===== config.mk =====
export PLATFORM = sky130hd
export DESIGN_NAME = slc_cap_regs
export DESIGN_NICKNAME = d
export VERILOG_FILES = /design/src/logic/slc_pkg.sv /design/src/logic/slc_flag_if.sv /design/src/logic/slc_flag_bank.sv /design/src/logic/slc_cap_regs.sv
export SDC_FILE = /design/constraint.sdc
export NUM_CORES = 1
export LEC_CHECK = 0
export ABC_AREA = 0
export BUFFER_PORTS_ARGS = -buffer_cell sky130_fd_sc_hd__buf_2
export CAP_MARGIN = 5
export CORE_ASPECT_RATIO = 0.7
export CORE_MARGIN = 2
export CORE_UTILIZATION = 25
export DETAILED_ROUTE_END_ITERATION = 10
export GPL_ROUTABILITY_DRIVEN = 0
export GPL_TIMING_DRIVEN = 0
export HOLD_SLACK_MARGIN = 0.1
export PLACE_DENSITY = 0.45
export SLEW_MARGIN = 10
export SYNTH_ARGS = -nofsm -noshare
export SYNTH_HDL_FRONTEND = slang
export SYNTH_HIERARCHICAL = 1
export SYNTH_SLANG_ARGS = --single-unit

===== constraint.sdc =====
create_clock -name clk_i -period 2.95 [get_ports clk_i]
set_input_delay 0.1475 -clock clk_i [delete_from_list [all_inputs] [get_ports clk_i]]
set_output_delay 0.1475 -clock clk_i [all_outputs]
set_load 0.03 [all_outputs]

===== src/logic/slc_pkg.sv =====
// Shared constants, types and helpers for the link capability register bank
`default_nettype none
package slc_pkg;
    // ==========================================================
    // Register map (byte addresses)
    localparam logic [7:0] ADR_CTRL_STAT = 8'hE8;
    localparam logic [7:0] ADR_LINK_CAP  = 8'hEC;
    localparam logic [7:0] ADR_IRQ_MASK  = 8'hF8;
    // ==========================================================
    // Field positions
    localparam int N_ERR       = 4;
    localparam int CTL_MPS_LSB = 5;
    localparam int CTL_AUX_PM  = 10;
    localparam int STS_ERR_LSB = 16;
    localparam int STS_AUX_DET = 20;
    localparam int CAP_WID_LSB = 4;
    localparam int CAP_PM_LSB  = 10;
    localparam int CAP_L0S_LSB = 12;
    localparam int CAP_L1_LSB  = 15;
    // ==========================================================
    // Values after reset
    localparam logic [3:0] CAP_SPEED_RST = 4'h1;
    localparam logic [5:0] CAP_WIDTH_RST = 6'h01;
    localparam logic [1:0] CAP_PM_RST    = 2'h3;
    localparam logic [2:0] CAP_L0S_RST   = 3'h3;
    localparam logic [2:0] CAP_L1_RST    = 3'h0;
    localparam logic [2:0] CTL_MPS_RST   = 3'h0;
    localparam logic       AUX_DET_RST   = 1'b1;
    // ==========================================================
    // Bus slave states
    typedef enum logic [1:0] {
        ST_IDLE = 2'b01,
        ST_ACK  = 2'b10
    } slc_bus_e;

    // Word address match, used for every register decode
    function automatic logic slc_hit(input logic [7:0] adr,
                                     input logic [7:0] reg_adr);
        slc_hit = (adr[7:2] == reg_adr[7:2]);
    endfunction
endpackage
`default_nettype wire


===== src/logic/slc_flag_if.sv =====
// Interface between the register front end and the error flag bank
`timescale 1ns/1ps
`default_nettype none
interface slc_flag_if;
    logic [3:0] event_set;
    logic [3:0] clear;
    logic [3:0] mask;
    logic [3:0] flags;
    logic       irq;
    modport bank  (input event_set, clear, mask, output flags, irq);
    modport front (output event_set, clear, mask, input flags, irq);
endinterface
`default_nettype wire


===== src/logic/slc_flag_bank.sv =====
// Sticky write-one-to-clear error flags with masked interrupt
`timescale 1ns/1ps
`default_nettype none
module slc_flag_bank
    import slc_pkg::*;
(
    input  wire logic   clk_i,
    input  wire logic   rst_i,
    slc_flag_if.bank    fl
);
    logic [N_ERR-1:0] flags;
    logic [N_ERR-1:0] next_flags;

    // ==========================================================
    // Flag update
    // Set on detect
    always_comb begin
        next_flags = (flags & ~fl.clear) | fl.event_set;
    end

    always_ff @(posedge clk_i) begin
        if (rst_i) begin
            flags <= '0;
        end else begin
            flags <= next_flags;
        end
    end

    // Level interrupt, follows the stored flags gated by the mask
    assign fl.flags = flags;
    assign fl.irq   = |(flags & fl.mask);
endmodule // slc_flag_bank
`default_nettype wire


===== src/logic/slc_cap_regs.sv =====
// Device control/status and link capability registers on classic Wishbone
//
// Notes on behaviour
// - Four error reporting enables in control bits 3:0, reset zero.
// - Unimplemented control and status fields read zero, writes ignored.
// - Payload limit field in control bits 7:5, read-write, resets 000b.
// - A payload limit above the supported capability stores the capability.
// - Status bits 19:16 set on detected errors, cleared by writing one.
// - Errors are recorded whatever the reporting enables say.
// - Status bit 20 shows standby auxiliary power present, resets one.
// - Link capabilities bits 3:0 read 0001b, 2.5 Gb/s.
// - Link capabilities bits 9:4 report single-lane maximum width.
// - Bits 11:10 report power-saving support, reset 11b.
// - Bits 14:12 report L0s exit latency, reset 011b.
// - Bits 17:15 report L1 exit latency, reset 000b.
// - Support and latency fields may be replaced by EEPROM-loaded values.
// - Control in bits 15:0 and status in 31:16 of word E8h.
// - Link capabilities register sits at offset ECh.
//
// Register access over Wishbone was left to the implementer.
`timescale 1ns/1ps
`default_nettype none
module slc_cap_regs
    import slc_pkg::*;
#(
    // Largest payload setting the datapath supports
    parameter logic [2:0] MPS_CAP = 3'h1
)(
    input  wire logic        clk_i,
    input  wire logic        rst_i,
    input  wire logic        soft_rst_i,
    // Wishbone classic slave
    input  wire logic [7:0]  adr_i,
    input  wire logic [31:0] dat_i,
    output logic      [31:0] dat_o,
    input  wire logic [3:0]  sel_i,
    input  wire logic        we_i,
    input  wire logic        cyc_i,
    input  wire logic        stb_i,
    output logic             ack_o,
    // Error detection strobes, core clock
    input  wire logic        err_corr_i,
    input  wire logic        err_nonfatal_i,
    input  wire logic        err_fatal_i,
    input  wire logic        err_unsup_i,
    // Standby power sense pin, asynchronous
    input  wire logic        aux_pwr_pin_i,
    // EEPROM loaded capability values
    input  wire logic        ee_load_i,
    input  wire logic [1:0]  ee_pm_support_i,
    input  wire logic [2:0]  ee_l0s_lat_i,
    input  wire logic [2:0]  ee_l1_lat_i,
    // Block outputs
    output logic      [2:0]  max_payload_o,
    output logic             aux_pm_en_o,
    output logic      [3:0]  err_report_o,
    output logic             irq_o
);
    // ==========================================================
    // Declarations
    slc_flag_if fl ();

    slc_bus_e         state;
    slc_bus_e         next_state;
    logic [31:0]      rd_data;
    logic [31:0]      next_rd_data;
    logic [31:0]      rd_mux;

    logic             fn_rst;
    logic             wr_fire;
    logic             wr_ctl;
    logic             wr_mask;

    logic [N_ERR-1:0] rep_en;
    logic [N_ERR-1:0] next_rep_en;
    logic [2:0]       mps;
    logic [2:0]       next_mps;
    logic [2:0]       mps_wr;
    logic             aux_pm;
    logic             next_aux_pm;
    logic [N_ERR-1:0] mask;
    logic [N_ERR-1:0] next_mask;

    logic [N_ERR-1:0] err_vec;
    logic [N_ERR-1:0] report;
    logic [N_ERR-1:0] next_report;

    logic             aux_meta;
    logic             aux_sync;
    logic             aux_det;
    logic             next_aux_det;

    logic [1:0]       pm_sup;
    logic [1:0]       next_pm_sup;
    logic [2:0]       l0s_lat;
    logic [2:0]       next_l0s_lat;
    logic [2:0]       l1_lat;
    logic [2:0]       next_l1_lat;

    // Functional reset clears enables, payload limit, mask, flags and report only
    assign fn_rst = rst_i | soft_rst_i;

    // ==========================================================
    // Bus slave sequencing
    // One wait state: request seen, then ack for one cycle.
    // Writes land on the acknowledged edge so master and slave agree.
    // Two edges per access; ample for configuration traffic.
    always_comb begin
        next_state = state;
        unique case (state)
            ST_IDLE: begin
                if (cyc_i && stb_i) begin
                    next_state = ST_ACK;
                end
            end
            ST_ACK: begin
                next_state = ST_IDLE;
            end
            default: begin
                next_state = ST_IDLE;
            end
        endcase
    end

    always_ff @(posedge clk_i) begin
        if (rst_i) begin
            state <= ST_IDLE;
        end else begin
            state <= next_state;
        end
    end

    assign ack_o   = (state == ST_ACK);
    assign wr_fire = ack_o && cyc_i && stb_i && we_i;

    // Address decode for writable words
    // Control and status share E8h
    assign wr_ctl  = wr_fire && slc_hit(adr_i, ADR_CTRL_STAT);
    assign wr_mask = wr_fire && slc_hit(adr_i, ADR_IRQ_MASK);

    // ==========================================================
    // Read path
    // Unimplemented fields hardwired zero
    always_comb begin
        rd_mux = 32'h0000_0000;
        if (slc_hit(adr_i, ADR_CTRL_STAT)) begin
            rd_mux[N_ERR-1:0]                    = rep_en;
            rd_mux[CTL_MPS_LSB +: 3]             = mps;
            rd_mux[CTL_AUX_PM]                   = aux_pm;
            rd_mux[STS_ERR_LSB +: N_ERR]         = fl.flags;
            rd_mux[STS_AUX_DET]                  = aux_det;
        end else if (slc_hit(adr_i, ADR_LINK_CAP)) begin
            rd_mux[3:0]                          = CAP_SPEED_RST;
            rd_mux[CAP_WID_LSB +: 6]             = CAP_WIDTH_RST;
            rd_mux[CAP_PM_LSB +: 2]              = pm_sup;
            rd_mux[CAP_L0S_LSB +: 3]             = l0s_lat;
            rd_mux[CAP_L1_LSB +: 3]              = l1_lat;
        end else if (slc_hit(adr_i, ADR_IRQ_MASK)) begin
            rd_mux[STS_ERR_LSB +: N_ERR]         = mask;
        end
    end

    // Read data captured as the request is taken; unmapped gives zero
    // Capturing early keeps dat_o steady for the whole ack cycle.
    always_comb begin
        next_rd_data = rd_data;
        if (state == ST_IDLE && cyc_i && stb_i) begin
            next_rd_data = we_i ? 32'h0000_0000 : rd_mux;
        end
    end

    always_ff @(posedge clk_i) begin
        if (rst_i) begin
            rd_data <= 32'h0000_0000;
        end else begin
            rd_data <= next_rd_data;
        end
    end

    // Read data straight from its register
    assign dat_o = rd_data;

    // ==========================================================
    // Device control
    // Payload limit clamp; the comparison is unsigned on the code.
    // Clamp to capability
    assign mps_wr = (dat_i[CTL_MPS_LSB +: 3] > MPS_CAP) ?
                    MPS_CAP : dat_i[CTL_MPS_LSB +: 3];

    always_comb begin
        next_rep_en = rep_en;
        next_mps    = mps;
        next_mask   = mask;
        if (wr_ctl && sel_i[0]) begin
            next_rep_en = dat_i[N_ERR-1:0];
            next_mps    = mps_wr;
        end
        if (wr_mask && sel_i[2]) begin
            next_mask = dat_i[STS_ERR_LSB +: N_ERR];
        end
    end

    // Mask shares the functional reset, so a soft reset quiets the interrupt
    // Enables reset to zero
    always_ff @(posedge clk_i) begin
        if (fn_rst) begin
            rep_en <= '0;
            mps    <= CTL_MPS_RST;
            mask   <= '0;
        end else begin
            rep_en <= next_rep_en;
            mps    <= next_mps;
            mask   <= next_mask;
        end
    end

    // Sticky enable survives the functional reset
    always_comb begin
        next_aux_pm = aux_pm;
        if (wr_ctl && sel_i[1]) begin
            next_aux_pm = dat_i[CTL_AUX_PM];
        end
    end

    always_ff @(posedge clk_i) begin
        if (rst_i) begin
            aux_pm <= 1'b0;
        end else begin
            aux_pm <= next_aux_pm;
        end
    end

    // Registered field values straight to the pins
    assign max_payload_o = mps;
    assign aux_pm_en_o   = aux_pm;

    // ==========================================================
    // Device status flags
    // Detect strobes gathered in status bit order
    assign err_vec = {err_unsup_i, err_fatal_i, err_nonfatal_i, err_corr_i};

    assign fl.event_set = err_vec;
    // Only byte lane two clears, so control writes never touch the flags
    // Only ones clear
    assign fl.clear = (wr_ctl && sel_i[2]) ?
                      dat_i[STS_ERR_LSB +: N_ERR] : '0;
    assign fl.mask  = mask;

    // Flags on the functional reset: status bits 19:16 do not survive a soft reset
    slc_flag_bank u_flags (
        .clk_i (clk_i),
        .rst_i (fn_rst),
        .fl    (fl.bank)
    );

    // Level output; drops only when the flag or its mask bit is cleared
    assign irq_o = fl.irq;

    // Reporting pulse per enabled error class, one cycle after detect
    // Registered so the pulse is clean, at the cost of one cycle of lag
    always_comb begin
        next_report = err_vec & rep_en;
    end

    always_ff @(posedge clk_i) begin
        if (fn_rst) begin
            report <= '0;
        end else begin
            report <= next_report;
        end
    end

    assign err_report_o = report;

    // ==========================================================
    // Standby power sense
    // Two stages before use; the pin is not on this clock.
    always_ff @(posedge clk_i) begin
        if (rst_i) begin
            aux_meta <= AUX_DET_RST;
            aux_sync <= AUX_DET_RST;
        end else begin
            aux_meta <= aux_pwr_pin_i;
            aux_sync <= aux_meta;
        end
    end

    always_comb begin
        next_aux_det = aux_sync;
    end

    // Reset value one: software sees no false power loss after reset
    // Resets to one
    always_ff @(posedge clk_i) begin
        if (rst_i) begin
            aux_det <= AUX_DET_RST;
        end else begin
            aux_det <= next_aux_det;
        end
    end

    // ==========================================================
    // Link capabilities, EEPROM overridable
    // Loaded values persist until the next rst_i restores defaults; a soft reset keeps them.
    // A read racing a load pulse may return either value; read after loading.
    always_comb begin
        next_pm_sup  = pm_sup;
        next_l0s_lat = l0s_lat;
        next_l1_lat  = l1_lat;
        if (ee_load_i) begin
            next_pm_sup  = ee_pm_support_i;
            next_l0s_lat = ee_l0s_lat_i;
            next_l1_lat  = ee_l1_lat_i;
        end
    end

    always_ff @(posedge clk_i) begin
        if (rst_i) begin
            pm_sup  <= CAP_PM_RST;
            l0s_lat <= CAP_L0S_RST;
            l1_lat  <= CAP_L1_RST;
        end else begin
            pm_sup  <= next_pm_sup;
            l0s_lat <= next_l0s_lat;
            l1_lat  <= next_l1_lat;
        end
    end
endmodule // slc_cap_regs
`default_nettype wire


==> results.md, run 1 <==
* Status: finished clean
* Final Slew Violations at 0
* Cell variety after synth at 38
* Most common flop cell mapped by yosys: dfxtp_1
* WP data arrival at 2.07 ns
* Layout cells sized above 1 at 0.314
* Crit path capture type: flip-flop
* Clk slew on worst S/H paths at 0.07 ns
* Synth area leader: dfxtp_1
* GR Overflow Total at 0
* Fmax at 0.543 GHz
* Detailed Routing Iterations Pass 1 at 4
* Hold path endpoint: rep_en[0]
* R2R Path End: dat_o[10]
* WHS Path Cells at 3
* Core area at 0.00794 mm2
* Skew-Pair Late Insertion Delay at 0.29 ns
* Pleak at 1.34 nW
* GR met3 Demand/Resource at 0.0349
* Final Critical Period at 1.84 ns
* Worst hold start: dat_i[0]
* # setup viols final at 0
* PD cells at 497 mW/mm2
* FP Rows at 27
* Tot GR Track Use at 0.124
* Initial antenna violation count at 0
* Max FO, Critical Path at 10
* Hold_ws at 0.0982 ns
* Postcts setup bufs at 0
* Die Footprint at 0.00898 mm2
* Worst hold path type: in2reg
* Tightest Pin Transition at 0.756 ns
* VDD IR max at 0.000223 V
* Worst Skew at 0.00765 ns
* First-pass GRT wire length at 8510 um
* Sink Count at 52
* Cells after synthesis at 212
* Via-to-Cell Ratio at 4.28
* Ant diodes at 0
* Reg2reg start: state[1]
* Sequential area share after synthesis at 0.506
* Vert. Die Dim at 79.9 um
* Avg Cell Area, Syn at 9.70 um2
* Clock Path Buffers at 2
* Yosys reg bits at 52
* Setup repair after global routing missed its margin: no
* FF/Latch Area at 0.00104 mm2
* # fillers at 842
* Asr flop ratio synth at 0
* Final hold violation count at 0
* Vias in the first global route at 1688
* Detailed-route wire length at 5310 um
* Starting Density at 0.259
* CTS tree: built
* Ys Warns at 6
* IO buf count at 68
* Cell Area, Synth at 0.00206 mm2
* Max-cap violations at 0
* Antenna Nets Post-Route at 0
* Critical path class: reg2reg
* Final #Nets at 378
* Horiz. Die Dim at 112 um
* DRC viols at 0
* Mean routed wirelength per cell at 12.8 um
* Final worst-path cycle share at 0.625
* Pre-CTS WS at 1.14 ns
* Worst setup margin at 1.11 ns
* CTS resizes at 0
* DR vias at 1782
* Largest net degree at the start of global routing at 17
* GR peak layer: met2
* Max-slew headroom at 0.491
* Multi-input logic area at 908 um2
* Number of buffers created by CTS at 5
* Type of origin of the critical path: flip-flop
* Post-DP HPWL at 3980 um
* Top post-synthesis cells by area: dfxtp_1 (51%), mux2i_1 (7.3%), buf_4 (4.7%), nor2_1 (4.2%), a22oi_1 (3.6%)
* Grt met2 use at 0.187
* H-tree levels at 2
* Yosys top cell area share at 0.506
* Number of enable flip-flop cells after synthesis at 0
* Routing usage on met1 at 0.170
* Synth-to-Final Area Change at 39.2%
* Hold-fix buffers, CTS at 15
* # IOs at 106
* Root buffer cell: clkbuf_16
* Minimum setup slack among reg-to-reg paths at 1.11 ns
* Post-Route Setup TNS at 0 ns
* 1st-iter DRT viols at 86
* Required time worst endpoint at 3.18 ns
* R2r worst-path depth at 4
==> cell families after synthesis <==
logic type / synth area share
other: 0.00182
DFF: 0.506
buffers and inverters: 0.0742
and+or+nand+nor: 0.229
muxes: 0.0730
AOI/OAI and AO/OA: 0.116
==> final cells by class <==
cell class | count | share of cell area
Clock buffer | 5 | 0.0437
Tap cell | 101 | 0.0441
Inverter | 7 | 0.00918
Buffer | 20 | 0.0441
Sequential cell | 52 | 0.364
Multi-Input combinational cell | 145 | 0.317
Timing Repair Buffer | 83 | 0.171
Clock inverter | 3 | 0.00656
==> per-layer routing <==
layer  share of wire  up-vias  wire [um]
met2            0.41       52       2190
met4          0.0094        0         50
li1                -      918          -
met5               0        -          0
met1            0.52      806       2770
met3           0.056        6        295
==> report_power, final <==
group | switching (mW) | internal (mW)
clock | 0.250 | 0.313
combinational | 0.0779 | 0.0608
sequential | 0.00698 | 0.714
total | 0.335 | 1.09
==> stage by stage <==
stage / std cells / area [um2] / utilization / total power [mW]
2_1_floorplan: 224 / 2100 / - / 0.812
4_1_cts: 416 / 2860 / 0.361 / 1.45
3_3_place_gp: 393 / 2570 / 0.324 / 0.860
3_5_place_dp: 393 / 2570 / 0.324 / 0.861
6_report: 416 / 2860 / 0.361 / 1.42
5_1_grt: 416 / 2860 / 0.361 / 1.49
==> flip-flops by register name, summed over array words and instances, names as in the netlist, 2 cells and up <==
| signal | cells |
|---|---|
| max_payload_o | 3 |
| fl.mask | 4 |
| err_report_o | 4 |
| l0s_lat | 3 |
| u_flags/fl.flags | 4 |
| rep_en | 4 |
| pm_sup | 2 |
| state | 2 |
| l1_lat | 3 |
| dat_o | 19 |
==> synthesized netlist by cell type (all sizes together) (2+ instances only) <==
master    n
a21oi     8
a22o      5
a22oi    10
a32oi     2
and2      4
and3      4
buf      15
clkbuf    5
dfxtp    52
inv       6
mux2i    15
nand2    17
nand2b    5
nand3     9
nand4b    2
nor2     23
nor3      2
nor3b     2
nor4      5
o21ai     4
o2bb2ai   2
or2       4
==> layout by cell type, fill, tap and decap left out, drive strengths merged, types with 5 or more instances in the layout <==
| cell | Yosys | layout |
|---|---|---|
| nand3 | 9 | 9 |
| nor2 | 23 | 23 |
| conb | 1 | 13 |
| buf | 15 | 83 |
| dfxtp | 52 | 52 |
| a21oi | 8 | 8 |
| mux2i | 15 | 15 |
| a22oi | 10 | 10 |
| clkbuf | 5 | 10 |
| dlygate4sd3 | 0 | 15 |
| inv | 6 | 6 |
| nand2 | 17 | 17 |
| a22o | 5 | 5 |
| nor4 | 5 | 5 |
| nand2b | 5 | 5 |
==> worst max path at each step <==
stage               startpoint  cells after the start         to
global placement      state[1]                      4  dat_o[10]
detailed placement    state[1]                      4  dat_o[10]
finish                state[1]                      4  dat_o[10]
CTS                   state[1]                      4  dat_o[10]
floorplan             state[0]                      4  rep_en[0]
global route          state[1]                      4  dat_o[10]
==> worst max-delay path, cell delays in order (launching register included) <==
cell	delay, ns
dfxtp_1	0.33
nand4b_1	0.42
nor4_4	0.68
a32o_1	0.27
a21o_1	0.09
Power figures use the tool's default switching activity.
==> run 2, diff against run 1 <==
PLACE_DENSITY = 0.47   (was 0.45)
clock period = 1.6 ns   (was 2.95 ns; I/O delays follow)
==> run 2 against run 1 <==
Compared with the run above: clock power is 87% higher; wire length is 2.5% higher; die area stayed put; maximum frequency is 23% higher; critical path type unchanged; highest routed layer unchanged.
==> results.md, run 2 (synthesis gave the netlist of run 1 again) <==
* Status: finished clean (unchanged)
* Sink Count at 52 (unchanged)
* Number of buffers created by CTS at 5 (unchanged)
* Most common cell after layout, fill and taps aside: buf_2 (unchanged)
* Final Critical Period at 1.50 ns (was 1.84 ns)
* 1st-iter DRT viols at 68 (was 86)
* Final #Nets at 394 (was 378)
* Worst hold path type: in2reg (unchanged)
* Tightest Pin Transition at 0.580 ns (was 0.756 ns)
* VDD IR max at 0.000482 V (was 0.000223 V)
* Skew-Pair Late Insertion Delay at 0.29 ns (about the same)
* Final Slew Violations at 0 (unchanged)
* DRC viols at 0 (unchanged)
* Final core utilization at 0.386 (was 0.361)
* Clk pwr share at 0.394 (was 0.396)
* Most frequent cells in the layout: buf_2 (70), dfxtp_1 (52), dlygate4sd3_1 (25) (was buf_2 (70), dfxtp_1 (52), nor2_1 (23))
* Core area at 0.00794 mm2 (unchanged)
* Hold_ws at 0.169 ns (was 0.0982 ns)
* Required time worst endpoint at 1.77 ns (was 3.18 ns)
* H-tree levels at 2 (unchanged)
* DR vias at 1830 (was 1782)
* Largest net degree at the start of global routing at 17 (unchanged)
* Post-Route Setup TNS at 0 ns (unchanged)
* Die Footprint at 0.00898 mm2 (unchanged)
* Layout cells sized above 1 at 0.329 (was 0.314)
* Clock Path Buffers at 2 (unchanged)
* Setup repair after global routing missed its margin: no (unchanged)
* First-pass GRT wire length at 8760 um (was 8510 um)
* Worst Skew at 0.00572 ns (was 0.00765 ns)
* WP data arrival at 1.67 ns (was 2.07 ns)
* Clk slew on worst S/H paths at 0.07 ns (about the same)
* Vert. Die Dim at 79.9 um (unchanged)
* Mean routed wirelength per cell at 12.6 um (was 12.8 um)
* Fmax at 0.668 GHz (was 0.543 GHz)
* Antenna Nets Post-Route at 0 (unchanged)
* Max reg flops at 19 (unchanged)
* Tot GR Track Use at 0.124 (about the same)
* Sequential share of power at 0.499 (was 0.507)
* Combinational share of power at 0.107 (was 0.098)
* CTS tree: built (unchanged)
* Internal at 2.03 mW (was 1.09 mW)
* Vias in the first global route at 1730 (was 1688)
* Final hold violation count at 0 (unchanged)
* Via-to-Cell Ratio at 4.24 (was 4.28)
* Final worst-path cycle share at 0.936 (was 0.625)
* Detailed Routing Iterations Pass 1 at 4 (unchanged)
* Starting Density at 0.259 (unchanged)
* IO buf count at 68 (unchanged)
* Initial antenna violation count at 0 (unchanged)
* Pleak at 1.44 nW (was 1.34 nW)
* Max FO, Critical Path at 8 (was 10)
* Sw Ratio at 0.240 (was 0.236)
* Max-slew headroom at 0.613 (was 0.491)
* Horiz. Die Dim at 112 um (unchanged)
* Max-cap violations at 0 (unchanged)
* # setup viols final at 0 (unchanged)
* FP Rows at 27 (unchanged)
* Switching power total at 0.639 mW (was 0.335 mW)
* GR Overflow Total at 0 (unchanged)
* Synth-to-Final Area Change at 48.8% (was 39.2%)
* Type of origin of the critical path: flip-flop (unchanged)
* PD cells at 870 mW/mm2 (was 497 mW/mm2)
* Post-DP HPWL at 4020 um (was 3980 um)
* Crit path capture type: flip-flop (unchanged)
* Critical path class: reg2reg (unchanged)
* Detailed-route wire length at 5440 um (was 5310 um)
* # IOs at 106 (unchanged)
* Ant diodes at 0 (unchanged)
* Root buffer cell: clkbuf_16 (unchanged)
-- run 2: worst paths after layout --
| check | startpoint | depth (start not counted) | slack [ns] | end |
|---|---|---|---|---|
| worst min-delay path | soft_rst_i | 3 | 0.17 | err_report_o[3] |
| worst min register to register | aux_meta | 1 | 0.41 | aux_sync |
| worst max-delay path | state[0] | 5 | 0.10 | rep_en[0] |
| worst max register to register | state[0] | 5 | 0.10 | rep_en[0] |
-- run 2: critical path, stage by stage, from the launching register on --
cell	delay, ns
dfxtp_1	0.33
nand4b_2	0.36
nor4_4	0.27
buf_12	0.17
mux2i_1	0.19
nor2_1	0.05
-- run 2: repair_timing --
item | 4_1_cts | 5_1_grt
buffers inserted | 6 | 0
setup endpoints to repair | 30 | 17
hold buffers | 25 | 0
gates resized for setup | 2 | 5
pin swaps | 2 | 2
hold endpoints to repair | 27 | 0
-- run 2: routing by layer --
metal	vias up	wire, um	global-route usage	share of wire
li1	950	-	-	-
met1	814	2860	0.179	0.53
met2	61	2150	0.177	0.40
met3	5	382	0.0402	0.070
met4	0	44	0.0329	0.0081
met5	-	0	0	0
-- run 2: metrics by stage --
stage	power [mW]	area [um2]	worst slack, ns	instances
final	2.66	3060	0.102	432
after global routing	2.78	3060	0.0248	432
after CTS	2.70	3030	-0.0357	432
after detailed placement	1.59	2570	-0.192	393
after global placement	1.58	2570	-0.228	393
after floorplan	1.50	2100	0.134	224
-- run 2: power by group through the flow --
stage	registers, mW	clock network [mW]	logic [mW]
2_1_floorplan	1.36	0	0.142
3_3_place_gp	1.36	0	0.226
3_5_place_dp	1.36	0	0.228
4_1_cts	1.33	1.09	0.282
5_1_grt	1.33	1.13	0.311
6_report	1.33	1.05	0.284
-- run 2: area by class of cell --
class	instances	area (um2)
sequential	52	1040
tap	101	126
clock inverter	3	18.8
fill	831	4880
multi-input combinational	145	946
inverter	7	26.3
clock buffer	5	125
buffer	20	126
timing repair buffer	99	652
